### src/vcc_pkg.sv
// vcc_pkg: register map, field layout and constants of the capture channel control block
package vcc_pkg;

  // ----------------------------------------------------------------
  // register byte addresses
  // ----------------------------------------------------------------
  localparam logic [7:0] VCC_ADDR_CTRL0  = 8'h00;
  localparam logic [7:0] VCC_ADDR_CTRL1  = 8'h04;
  localparam logic [7:0] VCC_ADDR_STAT   = 8'h08;
  localparam logic [7:0] VCC_ADDR_IMASK  = 8'h0c;
  localparam logic [7:0] VCC_ADDR_ACTIVE = 8'h10;

  // ----------------------------------------------------------------
  // channel0_control field positions
  // ----------------------------------------------------------------
  localparam int VCC_RUN_BIT   = 0;
  localparam int VCC_MODE_LO   = 1;
  localparam int VCC_MODE_HI   = 2;
  localparam int VCC_ILV_BIT   = 3;
  localparam int VCC_LAYOUT_BIT = 4;
  localparam int VCC_FID_BIT   = 5;
  localparam int VCC_IRQS_LO   = 6;
  localparam int VCC_IRQS_HI   = 7;
  localparam int VCC_HDTV_BIT  = 8;

  // status / mask bits
  localparam int VCC_EV_FRAME  = 0;
  localparam int VCC_EV_LATCH  = 1;
  localparam int VCC_EV_W      = 2;

  localparam logic [8:0] VCC_CTRL0_RST = 9'h000;
  localparam logic [7:0] VCC_CTRL1_RST = 8'h00;
  localparam logic [1:0] VCC_EV_RST    = 2'h0;

  // frame interrupt select encodings
  localparam logic [1:0] VCC_IRQ_TOP  = 2'h0;
  localparam logic [1:0] VCC_IRQ_BOT  = 2'h1;
  localparam logic [1:0] VCC_IRQ_BOTH = 2'h2;

  // bit 1 of the capture data mode marks raw sensor capture
  localparam int VCC_MODE_RAW_BIT = 1;

  // axi responses
  localparam logic [1:0] VCC_RESP_OKAY   = 2'h0;
  localparam logic [1:0] VCC_RESP_SLVERR = 2'h2;

  typedef enum logic [0:0] {VCC_IDLE, VCC_ARMED} vcc_run_e;

endpackage : vcc_pkg

### src/vcc_ctrl.sv
// vcc_ctrl: channel 0 control register with axi4-lite access and frame events
`timescale 1ns/100ps
// Contract
// - frame irq select picks top (0), bottom (1h) or both (2h) fields; 3h reserved.
// - field id status loads 0 top, 1 bottom, only on channel 0 interrupt pulse outside raw sensor mode.
// - in raw sensor mode the field id status follows the incoming field id.
// - layout bit: 0 raster, 1 sub-picture; valid only for hdtv data.
// - blanking ancillary data always stored raster, sub-picture only for luma.
// - layout bit takes effect only in embedded-sync mode, ignored in raw mode.
// - interleave bit: 0 separate y and c streams, 1 multiplexed stream.
// - non-multiplexed mode starts only when both channel run bits are set.
// - non-multiplexed channel 0 forces channel 1 interleave bit to 1.
// - multiplexed embedded-sync mode lets each channel run independently.
// - capture mode 0-1h embedded-sync video, 2h-3h sensor with separate sync.
// - run bit 0 disables channel 0, 1 enables it.
// - after run is set, configuration latches at first vsync falling edge.
module vcc_ctrl
  import vcc_pkg::*;
(
  // clock and reset
  input  wire logic        aclk,
  input  wire logic        aresetn,
  // axi4-lite write address
  input  wire logic [7:0]  s_axi_awaddr,
  input  wire logic        s_axi_awvalid,
  output logic             s_axi_awready,
  // axi4-lite write data
  input  wire logic [31:0] s_axi_wdata,
  input  wire logic [3:0]  s_axi_wstrb,
  input  wire logic        s_axi_wvalid,
  output logic             s_axi_wready,
  // axi4-lite write response
  output logic [1:0]       s_axi_bresp,
  output logic             s_axi_bvalid,
  input  wire logic        s_axi_bready,
  // axi4-lite read address
  input  wire logic [7:0]  s_axi_araddr,
  input  wire logic        s_axi_arvalid,
  output logic             s_axi_arready,
  // axi4-lite read data
  output logic [31:0]      s_axi_rdata,
  output logic [1:0]       s_axi_rresp,
  output logic             s_axi_rvalid,
  input  wire logic        s_axi_rready,
  // video source pins
  input  wire logic        vid_vsync,
  input  wire logic        vid_field_id,
  // capture control outputs
  output logic             capture_active,
  output logic             capture_sub_picture,
  output logic             capture_interleave,
  output logic [1:0]       capture_mode,
  output logic             ch1_interleave,
  output logic             irq
);
  import vcc_pkg::*;

  // ----------------------------------------------------------------
  // pin synchronisers
  // ----------------------------------------------------------------
  logic vs_sync;
  logic fid_now;
  logic vs_prev_q;
  vcc_sync2 #(
    .IDLE_LEVEL (1'b0)
  ) vs_sync_u (
    .aclk     (aclk),
    .aresetn  (aresetn),
    .pin_in   (vid_vsync),
    .pin_sync (vs_sync)
  );
  vcc_sync2 #(
    .IDLE_LEVEL (1'b0)
  ) fid_sync_u (
    .aclk     (aclk),
    .aresetn  (aresetn),
    .pin_in   (vid_field_id),
    .pin_sync (fid_now)
  );
  // previous synchronised level, reset to the idle level so no false edge follows reset
  always_ff @(posedge aclk) begin
    if (!aresetn) begin
      vs_prev_q <= 1'b0;
    end else begin
      vs_prev_q <= vs_sync;
    end
  end
  wire vs_fall = vs_prev_q & ~vs_sync;
  wire vs_rise = ~vs_prev_q & vs_sync;

  // ----------------------------------------------------------------
  // registers
  // ----------------------------------------------------------------
  logic [8:0]          ctrl0_q;
  logic [7:0]          ctrl1_q;
  logic [VCC_EV_W-1:0] stat_q;
  logic [VCC_EV_W-1:0] mask_q;
  logic                fid_q;
  vcc_run_e            run_q;
  logic                act_q;
  logic                sub_q;
  logic                ilv_q;
  logic [1:0]          mode_q;
  logic                ch1_ilv_q;
  logic                irq_q;

  // ----------------------------------------------------------------
  // axi4-lite write path
  // ----------------------------------------------------------------
  logic       aw_q;
  logic       w_q;
  logic [7:0] awaddr_q;
  logic [31:0] wdata_q;
  logic [3:0] wstrb_q;
  logic       bvalid_q;
  logic [1:0] bresp_q;
  wire aw_take = s_axi_awvalid & ~aw_q & ~bvalid_q;
  wire w_take  = s_axi_wvalid & ~w_q & ~bvalid_q;
  wire wr_go   = aw_q & w_q & ~bvalid_q;
  wire wr_c0   = wr_go & (awaddr_q == VCC_ADDR_CTRL0);
  wire wr_c1   = wr_go & (awaddr_q == VCC_ADDR_CTRL1);
  wire wr_st   = wr_go & (awaddr_q == VCC_ADDR_STAT);
  wire wr_mk   = wr_go & (awaddr_q == VCC_ADDR_IMASK);
  wire wr_ok   = wr_c0 | wr_c1 | wr_st | wr_mk | (wr_go & (awaddr_q == VCC_ADDR_ACTIVE));
  wire lane0   = wstrb_q[0];
  wire lane1   = wstrb_q[1];

  always_ff @(posedge aclk) begin
    if (!aresetn) begin
      aw_q     <= 1'b0;
      w_q      <= 1'b0;
      awaddr_q <= 8'h00;
      wdata_q  <= 32'h0000_0000;
      wstrb_q  <= 4'h0;
      bvalid_q <= 1'b0;
      bresp_q  <= VCC_RESP_OKAY;
    end else begin
      if (aw_take) begin
        aw_q     <= 1'b1;
        awaddr_q <= s_axi_awaddr;
      end
      if (w_take) begin
        w_q     <= 1'b1;
        wdata_q <= s_axi_wdata;
        wstrb_q <= s_axi_wstrb;
      end
      if (wr_go) begin
        aw_q     <= 1'b0;
        w_q      <= 1'b0;
        bvalid_q <= 1'b1;
        bresp_q  <= wr_ok ? VCC_RESP_OKAY : VCC_RESP_SLVERR;
      end else if (bvalid_q && s_axi_bready) begin
        bvalid_q <= 1'b0;
      end
    end
  end

  // ----------------------------------------------------------------
  // control register contents
  // ----------------------------------------------------------------
  wire [1:0] irq_sel  = ctrl0_q[VCC_IRQS_HI:VCC_IRQS_LO];
  wire [1:0] mode_sel = ctrl0_q[VCC_MODE_HI:VCC_MODE_LO];
  wire       raw_mode = mode_sel[VCC_MODE_RAW_BIT];
  wire       c0_run   = ctrl0_q[VCC_RUN_BIT];
  wire       c1_run   = ctrl1_q[VCC_RUN_BIT];
  wire       c0_ilv   = ctrl0_q[VCC_ILV_BIT];
  // both run bits needed for separate streams or sensor capture
  wire       need_both = ~c0_ilv | raw_mode;
  wire       start_ok  = c0_run & (~need_both | c1_run);
  // sub-picture only for hdtv luma in embedded-sync mode
  wire       sub_d     = ctrl0_q[VCC_LAYOUT_BIT] & ctrl0_q[VCC_HDTV_BIT]
                         & ~raw_mode;

  wire [7:0] wr_byte0 = wdata_q[7:0];
  // a channel 1 write cannot clear the forced interleave bit, not even for a cycle
  wire [7:0] c1_force = {7'h00, ~c0_ilv} << VCC_ILV_BIT;
  always_ff @(posedge aclk) begin
    if (!aresetn) begin
      ctrl0_q <= VCC_CTRL0_RST;
      ctrl1_q <= VCC_CTRL1_RST;
      mask_q  <= VCC_EV_RST;
    end else begin
      if (wr_c0 && lane0) begin
        ctrl0_q[VCC_IRQS_HI:VCC_RUN_BIT] <= {wr_byte0[VCC_IRQS_HI:VCC_IRQS_LO],
                                             ctrl0_q[VCC_FID_BIT],
                                             wr_byte0[VCC_LAYOUT_BIT:VCC_RUN_BIT]};
      end
      if (wr_c0 && lane1) begin
        ctrl0_q[VCC_HDTV_BIT] <= wdata_q[VCC_HDTV_BIT];
      end
      if (wr_c1 && lane0) begin
        ctrl1_q <= wr_byte0 | c1_force;
      end else if (!c0_ilv) begin
        ctrl1_q[VCC_ILV_BIT] <= 1'b1;
      end
      if (wr_mk && lane0) begin
        mask_q <= wdata_q[VCC_EV_W-1:0];
      end
    end
  end

  // ----------------------------------------------------------------
  // run sequencing and frame events
  // ----------------------------------------------------------------
  // latch configuration on the first vsync falling edge after run
  wire latch_ev = (run_q == VCC_IDLE) & start_ok & vs_fall;
  // frame pulse on vsync rise: field id picks top or bottom
  wire top_hit   = ~fid_now & ((irq_sel == VCC_IRQ_TOP) | (irq_sel == VCC_IRQ_BOTH));
  wire bot_hit   = fid_now & ((irq_sel == VCC_IRQ_BOT) | (irq_sel == VCC_IRQ_BOTH));
  wire frame_ev  = act_q & vs_rise & (top_hit | bot_hit);
  wire [VCC_EV_W-1:0] ev_set = {latch_ev, frame_ev};
  wire [VCC_EV_W-1:0] ev_clr = (wr_st && lane0) ? wdata_q[VCC_EV_W-1:0] : VCC_EV_RST;

  always_ff @(posedge aclk) begin
    if (!aresetn) begin
      run_q     <= VCC_IDLE;
      act_q     <= 1'b0;
      sub_q     <= 1'b0;
      ilv_q     <= 1'b0;
      mode_q    <= 2'h0;
      ch1_ilv_q <= 1'b0;
      fid_q     <= 1'b0;
      stat_q    <= VCC_EV_RST;
      irq_q     <= 1'b0;
    end else begin
      unique case (run_q)
        VCC_IDLE: begin
          if (latch_ev) begin
            run_q  <= VCC_ARMED;
            act_q  <= 1'b1;
            sub_q  <= sub_d;
            ilv_q  <= c0_ilv;
            mode_q <= mode_sel;
          end
        end
        VCC_ARMED: begin
          if (!start_ok) begin
            run_q <= VCC_IDLE;
            act_q <= 1'b0;
          end
        end
      endcase
      ch1_ilv_q <= ctrl1_q[VCC_ILV_BIT];
      if (raw_mode) begin
        fid_q <= fid_now;
      end else if (frame_ev) begin
        fid_q <= fid_now;
      end
      stat_q <= (stat_q & ~ev_clr) | ev_set;
      irq_q  <= |(((stat_q & ~ev_clr) | ev_set) & mask_q);
    end
  end

  // ----------------------------------------------------------------
  // axi4-lite read path
  // ----------------------------------------------------------------
  logic        ar_q;
  logic [31:0] rdata_q;
  logic [1:0]  rresp_q;
  logic        rvalid_q;
  wire [31:0] rd_c0  = {23'h000000, ctrl0_q[VCC_HDTV_BIT], irq_sel, fid_q,
                        ctrl0_q[VCC_LAYOUT_BIT:VCC_RUN_BIT]};
  wire [31:0] rd_c1  = {24'h000000, ctrl1_q};
  wire [31:0] rd_st  = {30'h00000000, stat_q};
  wire [31:0] rd_mk  = {30'h00000000, mask_q};
  wire [31:0] rd_act = {27'h0000000, mode_q, ilv_q, sub_q, act_q};
  wire hit_c0  = s_axi_araddr == VCC_ADDR_CTRL0;
  wire hit_c1  = s_axi_araddr == VCC_ADDR_CTRL1;
  wire hit_st  = s_axi_araddr == VCC_ADDR_STAT;
  wire hit_mk  = s_axi_araddr == VCC_ADDR_IMASK;
  wire hit_act = s_axi_araddr == VCC_ADDR_ACTIVE;
  wire rd_hit  = hit_c0 | hit_c1 | hit_st | hit_mk | hit_act;
  wire [31:0] rd_mux = hit_c0 ? rd_c0 : hit_c1 ? rd_c1 : hit_st ? rd_st :
                       hit_mk ? rd_mk : hit_act ? rd_act : 32'h0000_0000;
  wire ar_take = s_axi_arvalid & ~rvalid_q & ~ar_q;

  always_ff @(posedge aclk) begin
    if (!aresetn) begin
      ar_q     <= 1'b0;
      rdata_q  <= 32'h0000_0000;
      rresp_q  <= VCC_RESP_OKAY;
      rvalid_q <= 1'b0;
    end else begin
      ar_q <= ar_take;
      if (ar_take) begin
        rvalid_q <= 1'b1;
        rdata_q  <= rd_mux;
        rresp_q  <= rd_hit ? VCC_RESP_OKAY : VCC_RESP_SLVERR;
      end else if (rvalid_q && s_axi_rready) begin
        rvalid_q <= 1'b0;
      end
    end
  end

  // ----------------------------------------------------------------
  // outputs
  // ----------------------------------------------------------------
  assign s_axi_awready       = aw_q;
  assign s_axi_wready        = w_q;
  assign s_axi_bvalid        = bvalid_q;
  assign s_axi_bresp         = bresp_q;
  assign s_axi_arready       = ar_q;
  assign s_axi_rvalid        = rvalid_q;
  assign s_axi_rdata         = rdata_q;
  assign s_axi_rresp         = rresp_q;
  assign capture_active      = act_q;
  assign capture_sub_picture = sub_q;
  assign capture_interleave  = ilv_q;
  assign capture_mode        = mode_q;
  assign ch1_interleave      = ch1_ilv_q;
  assign irq                 = irq_q;

endmodule : vcc_ctrl

// ----------------------------------------------------------------
// two-flop synchroniser for one pin
// ----------------------------------------------------------------
module vcc_sync2 #(
  // level held through reset, the idle level of the pin
  parameter logic IDLE_LEVEL = 1'b0
) (
  // clock and reset
  input  wire logic aclk,
  input  wire logic aresetn,
  // pin and its synchronised level
  input  wire logic pin_in,
  output logic      pin_sync
);
  // only the second stage is read outside
  logic [1:0] sync_q;

  always_ff @(posedge aclk) begin
    if (!aresetn) begin
      sync_q <= {2{IDLE_LEVEL}};
    end else begin
      sync_q <= {sync_q[0], pin_in};
    end
  end
  assign pin_sync = sync_q[1];

endmodule : vcc_sync2

### config.mk
export PLATFORM = sky130hd
export DESIGN_NAME = vcc_ctrl
export DESIGN_NICKNAME = d
export VERILOG_FILES = /design/src/vcc_pkg.sv /design/src/vcc_ctrl.sv
export SDC_FILE = /design/constraint.sdc
export NUM_CORES = 1
export LEC_CHECK = 0
export ABC_AREA = 1
export BUFFER_PORTS_ARGS = -buffer_cell sky130_fd_sc_hd__buf_2
export CAP_MARGIN = 5
export CORE_MARGIN = 3
export CORE_UTILIZATION = 54
export DETAILED_ROUTE_END_ITERATION = 10
export GPL_TIMING_DRIVEN = 0
export PLACE_DENSITY = 0.85
export SETUP_SLACK_MARGIN = 0.1
export SYNTH_ARGS = -nofsm -noshare
export SYNTH_HDL_FRONTEND = slang
export SYNTH_SLANG_ARGS = --single-unit
### constraint.sdc
create_clock -name aclk -period 4.1 [get_ports aclk]
set_clock_uncertainty 0.1 [all_clocks]
set_input_delay 0.41 -clock aclk [delete_from_list [all_inputs] [get_ports aclk]]
set_output_delay 0.41 -clock aclk [all_outputs]
set_load 0.01 [all_outputs]
* After elaboration in Yosys (flattened, before gate mapping) *
Cells that the tools add are included.

operators by class
  equal/unequal tests = 13
  muxes and demuxes = 22
  bitwise operators = 55
  reduce and logical (&&, ||, !) cells = 17

operator list
  kind                                                                     count
  8-bit by 4-bit equality test with 1-bit output, second input constant    4
  1-bit AND                                                                24
  8-bit by 3-bit equality test with 1-bit output, second input constant    2
  8-bit by 5-bit equality test with 1-bit output, second input constant    2
  8-bit logical NOT                                                        2
  5-bit two-way mux                                                        3
  1-bit inverter                                                           13
  1-bit OR                                                                 13
  1-bit two-way mux                                                        12
  9-bit two-way mux                                                        1
  8-bit two-way mux                                                        1
  8-bit by 4-bit OR with 8-bit output                                      1
  1-bit logical AND                                                        7
  2-bit two-way mux                                                        3
  2-bit nonzero test                                                       3
  2-bit AND                                                                2
  2-bit inequality test, second input constant                             2
  1-bit case mux with 2 select lines                                       2
  2-bit AND reduction                                                      2
  2-bit OR reduction                                                       2
  2-bit by 1-bit equality test with 1-bit output, second input constant    1
  2-bit equality test, second input constant                               1
  2-bit logical NOT                                                        1
  2-bit by 1-bit inequality test with 1-bit output, second input constant  1
  other kinds (2)                                                          2

word-level totals
  register bits after elaboration = 94
  input port bits = 61
  output and inout bits = 48
  logic and storage cells = 135

* Longest topological paths before layout *
Gate-level depths: netlist (run 1).

  word-level depth = 10
  depth in mapped cells = 10
  mapped depth without buffers = 9

* Modules after synthesis *
Synthesis (run 1) repeated with hierarchy kept, for this count alone.

unflattened totals
  cell total of the unflattened synthesis = 444
  area total of the unflattened synthesis = 3170.5 sq um

modules (own cells, without submodules)
  module     instances  cells each  area each (sq um)  sequential area each (sq um)
  vcc_ctrl   1          432         3060.4             1301.2
  vcc_sync2  2          6           55.1               40.0

* Worst setup path before layout (run 1) *
OpenSTA, ideal clock, no wires.

  kind = input to register
  from = in s_axi_araddr[1]
  to = reg rdata_q[2], in the netlist s_axi_rdata[2]
  setup time = 0.066 ns
  arrival = 1.223 ns
  required time = 3.934 ns
  slack = 2.711 ns
  stages on the path = 7
  path buffers = 0
  cells stage by stage = nor2_1 -> nand3_1 -> nor2_4 -> inv_1 -> o21ai_0 -> nand2_1 -> a21oi_2

between the ends
  word-level cells in the longest chain between the ends = 6
  elaborated cells between the ends (all ways) = 10
  classes of those cells = eq/ne: 4; mux: 5; reduce/logical: 1

ends and longest elaborated chain
  item                                            RTL line         source
  start, declared                                 vcc_ctrl.sv:37   input wire logic [7:0] s_axi_araddr,
  8-bit by 5-bit equality test with 1-bit output  vcc_ctrl.sv:271  wire hit_act = s_axi_araddr == VCC_ADDR_ACTIVE;
  5-bit two-way mux (2 in series)                 vcc_ctrl.sv:274  hit_mk ? rd_mk : hit_act ? rd_act : 32'h0000_0000;
  5-bit two-way mux                               vcc_ctrl.sv:273  wire [31:0] rd_mux = hit_c0 ? rd_c0 : hit_c1 ? rd_c1 : hit_st ? rd_st :
  8-bit two-way mux                               vcc_ctrl.sv:273
  9-bit two-way mux (*)                           vcc_ctrl.sv:273
  end signal, assigned                            vcc_ctrl.sv:287  rdata_q <= rd_mux;
  end, declared                                   vcc_ctrl.sv:258  logic [31:0] rdata_q;

Mark *: on every way between the ends. The rest lies on a longest branch, timed or not.
A chain may end at the register's enable or synchronous reset.

* Worst setup path after layout (run 1) *
  from = reg awaddr_q[1]
  to = reg ctrl0_q[6]

between the ends
  word-level cells in the longest chain between the ends = 3

ends and longest elaborated chain
  item                           RTL line         source
  start, declared                vcc_ctrl.sv:112  logic [7:0] awaddr_q;
  start signal, assigned         vcc_ctrl.sv:140  awaddr_q <= s_axi_awaddr;
  8-bit logical NOT              vcc_ctrl.sv:120  wire wr_c0 = wr_go & (awaddr_q == VCC_ADDR_CTRL0);
  1-bit AND                      vcc_ctrl.sv:120
  1-bit logical AND              vcc_ctrl.sv:183  if (wr_c0 && lane0) begin
  end signal, assigned by index  vcc_ctrl.sv:184  ctrl0_q[VCC_IRQS_HI:VCC_RUN_BIT] <= {wr_byte0[VCC_IRQS_HI:VCC_IRQS_LO],
  end signal, assigned by index  vcc_ctrl.sv:189  ctrl0_q[VCC_HDTV_BIT] <= wdata_q[VCC_HDTV_BIT];
  end, declared                  vcc_ctrl.sv:94   logic [8:0] ctrl0_q;

No other way between the ends.

==> impl_metrics.ini, run 1 <==
[status]
status = complete, no violations

[clocking]
cts_max_level = 3
cts.sinks = 69
cts_buffers = 9
clockBufferDepth = 2
cts_tree = built
cts_resized = 0
clock_latency_ps = 340
cts-root-buf = clkbuf_8
cts_setup_buffers = 0
clk_pin_slew_ps = 70
ctsHoldBuffers = 0

[setup_path]
cp.required_ps = 4230
reg2reg_from = awaddr_q[1]$_SDFFE_PN0P_
crit_fanout = 10
reg2reg_depth = 9
arrival_ps = 1690
critPathKind = register to register
r2r_slack_ps = 2540
rr_endpoint = ctrl0_q[6]$_SDFFE_PN0P_
cp-end-kind = register
critPathLaunchType = register

[sta]
fin_ws_ps = 2540
slew_headroom_pct = 63.5
hold_viol_final = 0
drv_slew = 0
rsz0062_at_grt = no
fmax_mhz = 639
worst_hold_slack_ps = 152
finalCritPeriodShare_pct = 38.2
setup_viol = 0
fin_tns_setup_ps = 0
period_needed_ps = 1560
worstMarginPinSlew_ps = 547

[drt]
wl_per_cell_um = 12.1
detail_route.iter0.violations = 245
drcViolationCount = 0
drt_first_pass_iters = 5
ant_nets = 0
via_count = 3001
wirelength_um = 7340
viasPerCell = 4.95

[power]
fin_total_pwr_mw = 1.38
ir_drop_mv = 0.260
power.density_mw_per_mm2 = 362
p_leak_nw = 1.88

[finish]
diodes = 0
final_common_cell = dfxtp_1
final_cell_mix = dfxtp_1, nand2_1, nor2_1, inv_1, buf_2
layout-drive-gt1-share_pct = 22.3
nets = 593
syn_to_final_growth_pct = 19.6
fin_area_mm2 = 0.00380

[worst_hold_path]
worstHoldPathType = input pin to register
worst_hold_path.endpoint = s_axi_bvalid$_SDFFE_PN0P_
hold_depth = 2
min_from = s_axi_bready

[floorplanning]
ios = 109
die_width_um = 82.7
core_mm2 = 0.00561
die_area_mm2 = 0.00684
die_h_um = 82.7
start_util_pct = 56.7
rows = 27

[placement]
dp_hpwl_um = 5600
place_congestion = 0.910
dp_slack_ps = 2320
io_buffers = 57
placed_area_mm2 = 0.00364

[logic_synthesis]
synth_top_area_cell = dfxtp_1
synthAdderAreaFrac_pct = 0.787
synthXorXnorAreaFrac_pct = 0
syn_area_mm2 = 0.00318
synth_edf_count = 0
ys_ff_latch = 69
synth-simple-area-share_pct = 23.2
yosysWarnings = 0
yosysSeqAreaShare_pct = 43.5
yosys-top-cells-area = dfxtp_1, nand2_1, nor2_1
dominantRegCellSynth = dfxtp_1
synthMuxAreaShare_pct = 0
async_reset_ff_share_pct = 0
synth_area_per_cell_um2 = 7.26
synth_compound_gate_area_share_pct = 16.6
synth.distinct_cells = 33
yosys.area.top_type_share_pct = 43.5
synth_top_family_by_area = simple AND/OR/NAND/NOR gates
netlist_instances = 438

[global_routing]
gr-total-overflow = 0
grt_util_all_layers_pct = 22.4
antenna_found_initial = 0
grt_pass1_wl_um = 11400
grt_max_degree = 11
grt_pass1_vias = 2450

[job]
drv_cap = 0
layout make-up:
cell class	instances	area, um2
buffer	38	260
clock buffer	13	149
clock inverter	2	10.0
fill	499	1810
inverter	64	243
multi-input combinational	291	1380
sequential	69	1380
tap	72	90.1
timing repair buffer	57	285
synthesized netlist by cell type, types with 5 or more instances:
master and count:
a21oi_1 33, buf_4 25, clkbuf_1 8, dfxtp_1 69, inv_1 59, nand2_1 64, nand3_1 23, nand4_1 5
nor2_1 62, o211ai_1 5, o21ai_0 37, o21ai_1 9
critical path, stage by stage (launching register included):
cell	delay (ps)
dfxtp_1	310
inv_2	70
nand2_2	80
nor2_4	130
nand2_2	70
nor2_2	110
nand3_2	160
buf_6	200
o21ai_1	150
nor2_1	60
worst max path at each step:
stage / end / cells past startpoint / startpoint
after floorplan: s_axi_rdata[2]$_SDFFE_PN0P_ / 7 / s_axi_araddr[1]
final: ctrl0_q[6]$_SDFFE_PN0P_ / 9 / awaddr_q[1]$_SDFFE_PN0P_
after CTS: ctrl0_q[6]$_SDFFE_PN0P_ / 9 / awaddr_q[1]$_SDFFE_PN0P_
after detailed placement: s_axi_rdata[2]$_SDFFE_PN0P_ / 8 / s_axi_araddr[1]
after global placement: s_axi_rdata[2]$_SDFFE_PN0P_ / 8 / s_axi_araddr[1]
after global routing: ctrl1_q[2]$_SDFFE_PN0P_ / 7 / awaddr_q[7]$_SDFFE_PN0P_
stage by stage:
step | std cells | util (%)
final | 606 | 67.8
after CTS | 606 | 67.8
after global routing | 606 | 67.8
after detailed placement | 591 | 65.0
after floorplan | 462 | -
after global placement | 591 | 65.0
flip-flops by register name, summed over array words and instances, names as in the netlist, 2 cells and up:
signal             cells
mask_q                 2
ctrl1_q                8
vs_sync_u.sync_q       2
wstrb_q                2
ctrl0_q                8
s_axi_rdata            9
fid_sync_u.sync_q      2
stat_q                 2
capture_mode           2
wdata_q                9
awaddr_q               8
metal layers:
layer | share of wire [%] | vias to the layer above | global-route usage (%)
li1 | - | 1539 | -
met2 | 45 | 118 | 35.3
met1 | 44 | 1327 | 28.8
met3 | 7.6 | 17 | 4.88
met4 | 2.7 | 0 | 11.1
met5 | 0 | - | 0
where the power goes:
part | internal, mW | switching [mW]
logic | 0.0722 | 0.109
registers | 0.701 | 0.0252
clock network | 0.231 | 0.237
cell families (layout without fill, tap and decap cells):
kind of cell / after synthesis / count (layout)
buffers and inverters: 102 / 174
AO/OA/AOI/OAI: 96 / 96
AND/OR/NAND/NOR: 168 / 168
adder cells (fa/ha/maj): 2 / 2
flip-flops: 69 / 69
other: 1 / 25
No activity file was read; power rests on OpenSTA's default activity.
==> run 2, diff against run 1 <==
--- a/config.mk
+++ b/config.mk
@@ -9,10 +9,10 @@
 export BUFFER_PORTS_ARGS = -buffer_cell sky130_fd_sc_hd__buf_2
 export CAP_MARGIN = 5
 export CORE_MARGIN = 3
-export CORE_UTILIZATION = 54
+export CORE_UTILIZATION = 50
 export DETAILED_ROUTE_END_ITERATION = 10
 export GPL_TIMING_DRIVEN = 0
-export PLACE_DENSITY = 0.85
+export PLACE_DENSITY = 0.8
 export SETUP_SLACK_MARGIN = 0.1
 export SYNTH_ARGS = -nofsm -noshare
 export SYNTH_HDL_FRONTEND = slang
==> constraint.sdc (replaced) <==
create_clock -name aclk -period 1.6 [get_ports aclk]
set_clock_uncertainty 0.1 [all_clocks]
set_input_delay 0.16 -clock aclk [delete_from_list [all_inputs] [get_ports aclk]]
set_output_delay 0.16 -clock aclk [all_outputs]
set_load 0.01 [all_outputs]
==> run 2 against run 1 <==
  * Register-to-register slack got worse by 2500 ps
  * Sequential cell count unchanged
  * Highest routed layer unchanged
  * Worst setup slack got worse by 2500 ps
  * Die area increased by 7.4%
  * Global-route usage up 0.15 points
  * Sequential share of layout area down 3.6 points
  * Via count is 3.9% higher
  * Core utilization is 2.5 points higher
  * Largest power group unchanged
  * Non-clock buffer count grew 27
  * Combinational power rose to 3.1 times the previous value
  * Worst hold slack worse by 140 ps
==> impl_metrics.ini, run 2 (same netlist as run 1, synthesis figures left out) <==
[status]
status = complete, no violations

[finish]
syn_to_final_growth_pct = 33.4
final_cell_mix = dfxtp_1, nand2_1, nor2_1, buf_2, inv_1
final_core_util_pct = 70.3
layout-drive-gt1-share_pct = 27.8
final_common_cell = dfxtp_1
nFillCells = 521
diodes = 0
nets = 621

[global_routing]
grt_util_all_layers_pct = 22.5
grt_pass1_vias = 2831
gr-total-overflow = 0
grt_max_degree = 11
antenna_found_initial = 0
grt_pass1_wl_um = 13000

[sta]
fmax_mhz = 659
rsz0062_at_grt = yes
drv_slew = 0
period_needed_ps = 1520
fin_tns_setup_ps = 0
finalCritPeriodShare_pct = 94.9
hold_viol_final = 0
slew_headroom_pct = 55.6
worstMarginPinSlew_ps = 666
setup_viol = 0

[floorplanning]
rows = 28
ios = 109
die_width_um = 85.7
start_util_pct = 52.7
die_h_um = 85.7
core_mm2 = 0.00603
die_area_mm2 = 0.00735

[drt]
drcViolationCount = 0
via_count = 3118
wl_per_cell_um = 13.4
viasPerCell = 4.90
wl_met2_um = 4070
detail_route.iter0.violations = 222
highest-signal-layer = met4
met1_length_um = 3550
wl_met3_um = 632
drt_first_pass_iters = 5
wirelength_um = 8510
ant_nets = 0

[power]
p_comb_share_pct = 14.4
swShare_pct = 26.0
p_sw_mw = 1.01
internal-power_mw = 2.87
pwr-share-seq_pct = 48.4
power.density_mw_per_mm2 = 915
p_leak_nw = 2.04
ir_drop_mv = 0.544
p_clk_share_pct = 37.2

[clocking]
clk_pin_slew_ps = 70
clock_latency_ps = 340
cts_buffers = 9
clockBufferDepth = 2
cts-root-buf = clkbuf_8
cts.sinks = 69
cts_max_level = 3
cts_tree = built

[worst_hold_path]
worstHoldPathType = input pin to register

[placement]
dp_hpwl_um = 5860
io_buffers = 57
place_congestion = 0.882

[setup_path]
cp_common_cell = nor2_4
crit_fanout = 5
max_stage_delay_ps = 320
critPathKind = register to register
worst_path_max_delay_cell = dfxtp_2
crit_chain = inv_2, nand2_4, nor2_4, nand2_2, nor2_4, nand3_4, clkbuf_16, o21ai_2, nor2_1
cp.required_ps = 1730
cp-end-kind = register
arrival_ps = 1650
critPathLaunchType = register

[job]
drv_cap = 0
-- run 2: changes by cell type in the layout (fill, tap and decap cells not counted), moves of 5 or more --
cell and change:
inv_1 -5, dfxtp_1 -5, buf_4 +6, o21ai_1 -5
o21ai_2 +9, dfxtp_2 +5, dlygate4sd3_1 +18
-- run 2: per-stage QoR --
stage / power (mW) / instance area (um2) / worst slack (ps) / hold slack, ps / instances
floorplan: 2.22 / 3270 / 247 / 158 / 462
global placement: 2.35 / 3650 / 72.9 / 241 / 594
detailed placement: 2.36 / 3650 / 36.4 / 247 / 594
CTS: 3.82 / 4040 / 99.4 / 5.49 / 626
global route: 4.04 / 4240 / 3.29 / 34.2 / 636
finish: 3.88 / 4240 / 82.0 / 10.0 / 636
-- run 2: worst paths after layout --
check / from / endpoint / slack [ps] / cells after the start
worst min-delay path: s_axi_awaddr[2] / awaddr_q[2]$_SDFFE_PN0P_ / 10 / 3
worst min register to register: vs_sync_u.sync_q[0]$_SDFF_PN0_ / vs_sync_u.sync_q[1]$_SDFF_PN0_ / 310 / 2
worst max-delay path: awaddr_q[0]$_SDFFE_PN0P_ / ctrl0_q[6]$_SDFFE_PN0P_ / 80 / 9
worst max register to register: awaddr_q[0]$_SDFFE_PN0P_ / ctrl0_q[6]$_SDFFE_PN0P_ / 80 / 9
-- run 2: layout make-up --
class	instances	area, um2	area share, %
sequential	69	1390	32.7
inverter	64	245	5.79
timing repair inverter	1	5.00	0.118
buffer	38	264	6.23
clock buffer	13	169	3.98
tap	75	93.8	2.21
timing repair buffer	84	552	13.0
multi-input combinational	291	1490	35.2
clock inverter	1	30.0	0.708
-- run 2: worst max-delay path: cells and delay by family (launching register included) --
kind / cells / cell delay, ps
and+or+nand+nor: 6 / 610
AOI/OAI and AO/OA: 1 / 110
DFF: 1 / 320
buffers and inverters: 2 / 280
-- run 2: timing repair --
item,in CTS,in global routing
setup buffers,0,7
resized for setup,5,35
setup endpoints to repair,12,28
hold buffers,18,0
endpoints found under the hold margin,18,0
pin swaps,1,14
gates cloned,0,3
-- run 2: routing by layer --
layer | vias up | track usage, %
met1 | 1365 | 28.5
met3 | 27 | 4.80
li1 | 1595 | -
met2 | 131 | 37.8
met4 | 0 | 8.35
met5 | - | 0
-- run 2: power by group through the flow --
stage / combinational [mW] / sequential [mW] / clock, mW
after CTS: 0.506 / 1.86 / 1.46
after floorplan: 0.323 / 1.89 / 0
after global routing: 0.622 / 1.88 / 1.54
after global placement: 0.450 / 1.90 / 0
after detailed placement: 0.462 / 1.90 / 0
final: 0.559 / 1.88 / 1.44
==> run 3, diff against run 2 <==
==> constraint.sdc (replaced) <==
create_clock -name aclk -period 1.6 [get_ports aclk]
set_clock_uncertainty 0.1 [all_clocks]
set_input_delay 0.16 -clock aclk [delete_from_list [all_inputs] [get_ports aclk]]
set_output_delay 0.16 -clock aclk [all_outputs]
set_load 0.1 [all_outputs]
==> run 3 against run 2 <==
  * First-iteration DRC count up 51%
  * Count of clock-buffer cells in the layout stayed put
  * Clock power shrank 13%
  * Non-clock buffer count grew 1
  * Cell count up 0.16%
  * Worst setup slack improved by 12 ps
  * Global-route usage rose by 0.18 points
  * Via count increased by 0.48%
  * Critical endpoint is now fid_q$_SDFFE_PN0P_
  * Largest power group unchanged
==> impl_metrics.ini, run 3 (same netlist as run 1, synthesis figures left out) <==
[status]
status = complete, no violations

[drt]
viasPerCell = 4.92
detail_route.iter0.violations = 336
wl_per_cell_um = 13.3
via_count = 3133
drt_first_pass_iters = 4
drcViolationCount = 0
wirelength_um = 8480
ant_nets = 0

[setup_path]
max_stage_delay_ps = 330
r2r_slack_ps = 90
reg2reg_from = ctrl0_q[7]$_SDFFE_PN0P_
worst_path_max_delay_cell = dfxtp_2
cp-end-kind = register
rr_endpoint = fid_q$_SDFFE_PN0P_
crit_fanout = 4
arrival_ps = 1670
crit_chain = inv_2, ha_4, nor2_1, a21oi_1, nand4_1, nand2_1, nand2_1, a21oi_2
cp_common_cell = nand2_1
critPathLaunchType = register
critPathKind = register to register
cp.required_ps = 1770
reg2reg_depth = 8

[floorplanning]
die_width_um = 85.7
rows = 28
core_mm2 = 0.00603
start_util_pct = 52.7
ios = 109
die_area_mm2 = 0.00735
die_h_um = 85.7

[finish]
nFillCells = 501
nets = 621
diodes = 0
final_common_cell = nand2_1
layout-drive-gt1-share_pct = 28.8
fin_cells = 637
final_cell_mix = nand2_1, nor2_1, buf_2, inv_1, dfxtp_1
multiInputGateArea_mm2 = 0.00147
syn_to_final_growth_pct = 32.2
regArea_mm2 = 0.00141

[clocking]
cts_buffers = 9
clock_latency_ps = 340
clk_pin_slew_ps = 70
cts-root-buf = clkbuf_8
cts_max_level = 3
clockBufferDepth = 2
cts.sinks = 69
cts_tree = built

[power]
internal-power_mw = 2.68
p_sw_mw = 1.40
power.density_mw_per_mm2 = 971
p_clk_share_pct = 30.9
ir_drop_mv = 0.606
p_leak_nw = 2.03
pwr-share-seq_pct = 45.9
fin_total_pwr_mw = 4.08
p_comb_share_pct = 23.2
swShare_pct = 34.4

[sta]
drv_slew = 0
worstMarginPinSlew_ps = 577
hold_viol_final = 0
rsz0062_at_grt = yes
period_needed_ps = 1510
fin_tns_setup_ps = 0
worst_hold_slack_ps = 11.7
setup_viol = 0
fmax_mhz = 664
finalCritPeriodShare_pct = 94.1
slew_headroom_pct = 61.6

[placement]
placed_cells = 594
io_buffers = 57
dp_hpwl_um = 5840
place_congestion = 0.899

[worst_hold_path]
hold_depth = 3
min_from = s_axi_wdata[5]
worst_hold_path.endpoint = wdata_q[5]$_SDFFE_PN0P_
worstHoldPathType = input pin to register

[global_routing]
antenna_found_initial = 0
gr-total-overflow = 0
grt_pass1_wl_um = 13100
grt_util_all_layers_pct = 22.7
grt_pass1_vias = 2850
grt_max_degree = 12

[job]
drv_cap = 0
-- run 3: worst max path at each step --
| stage | start | endpoint | cells past startpoint |
|---|---|---|---|
| 2_1_floorplan | s_axi_rdata[1]$_SDFFE_PN0P_ | s_axi_rdata[1]$_SDFFE_PN0P_ | 4 |
| 3_3_place_gp | s_axi_araddr[1] | s_axi_rdata[2]$_SDFFE_PN0P_ | 8 |
| 3_5_place_dp | awaddr_q[1]$_SDFFE_PN0P_ | ctrl0_q[0]$_SDFFE_PN0P_ | 9 |
| 4_1_cts | awaddr_q[1]$_SDFFE_PN0P_ | ctrl0_q[0]$_SDFFE_PN0P_ | 9 |
| 5_1_grt | ctrl0_q[7]$_SDFFE_PN0P_ | fid_q$_SDFFE_PN0P_ | 8 |
| 6_report | ctrl0_q[7]$_SDFFE_PN0P_ | fid_q$_SDFFE_PN0P_ | 8 |
-- run 3: final cells by class --
cell class                 count  share of cell area, %
buffer                        38                   6.22
clock buffer                  13                   3.78
clock inverter                 2                  0.238
inverter                      64                   5.84
multi-input combinational    291                   34.9
sequential                    69                   33.6
tap                           75                   2.23
timing repair buffer          85                   13.2
-- run 3: through the flow --
stage / setup slack (ps) / utilization [%] / cell area, um2
after floorplan: 107 / - / 3300
after CTS: 97.4 / 67.0 / 4040
after global routing: -9.80 / 69.7 / 4200
after detailed placement: 51.7 / 61.0 / 3680
after global placement: 82.6 / 61.0 / 3680
final: 93.9 / 69.7 / 4200
-- run 3: worst max-delay path, delay by kind of cell, from the launching register on --
family,cells,cell delay [ps]
and+or+nand+nor,4,450
adders and majority gates,1,250
AOI/OAI and AO/OA,2,250
DFF,1,330
buffers and inverters,1,60
-- run 3: power groups by stage --
stage          logic [mW]  clock network (mW)  registers (mW)
6_report            0.947                1.26            1.87
5_1_grt              1.01                1.35            1.88
4_1_cts             0.894                1.26            1.86
3_5_place_dp        0.854                   0            1.90
3_3_place_gp        0.840                   0            1.90
2_1_floorplan       0.555                   0            2.05
-- run 3: metal layers --
layer | global-route usage [%] | share of wire [%]
met3 | 3.46 | 6.8
met5 | 0 | 0
met4 | 11.2 | 2.0
met2 | 38.0 | 48
met1 | 28.5 | 43
-- run 3: what timing repair did --
item | CTS | global route
cloned | 0 | 2
pin swaps | 0 | 11
resized for setup | 3 | 30
endpoints found under the hold margin | 17 | 0
endpoints found under the setup margin | 10 | 31
setup buffers | 0 | 9
hold buffers | 17 | 0
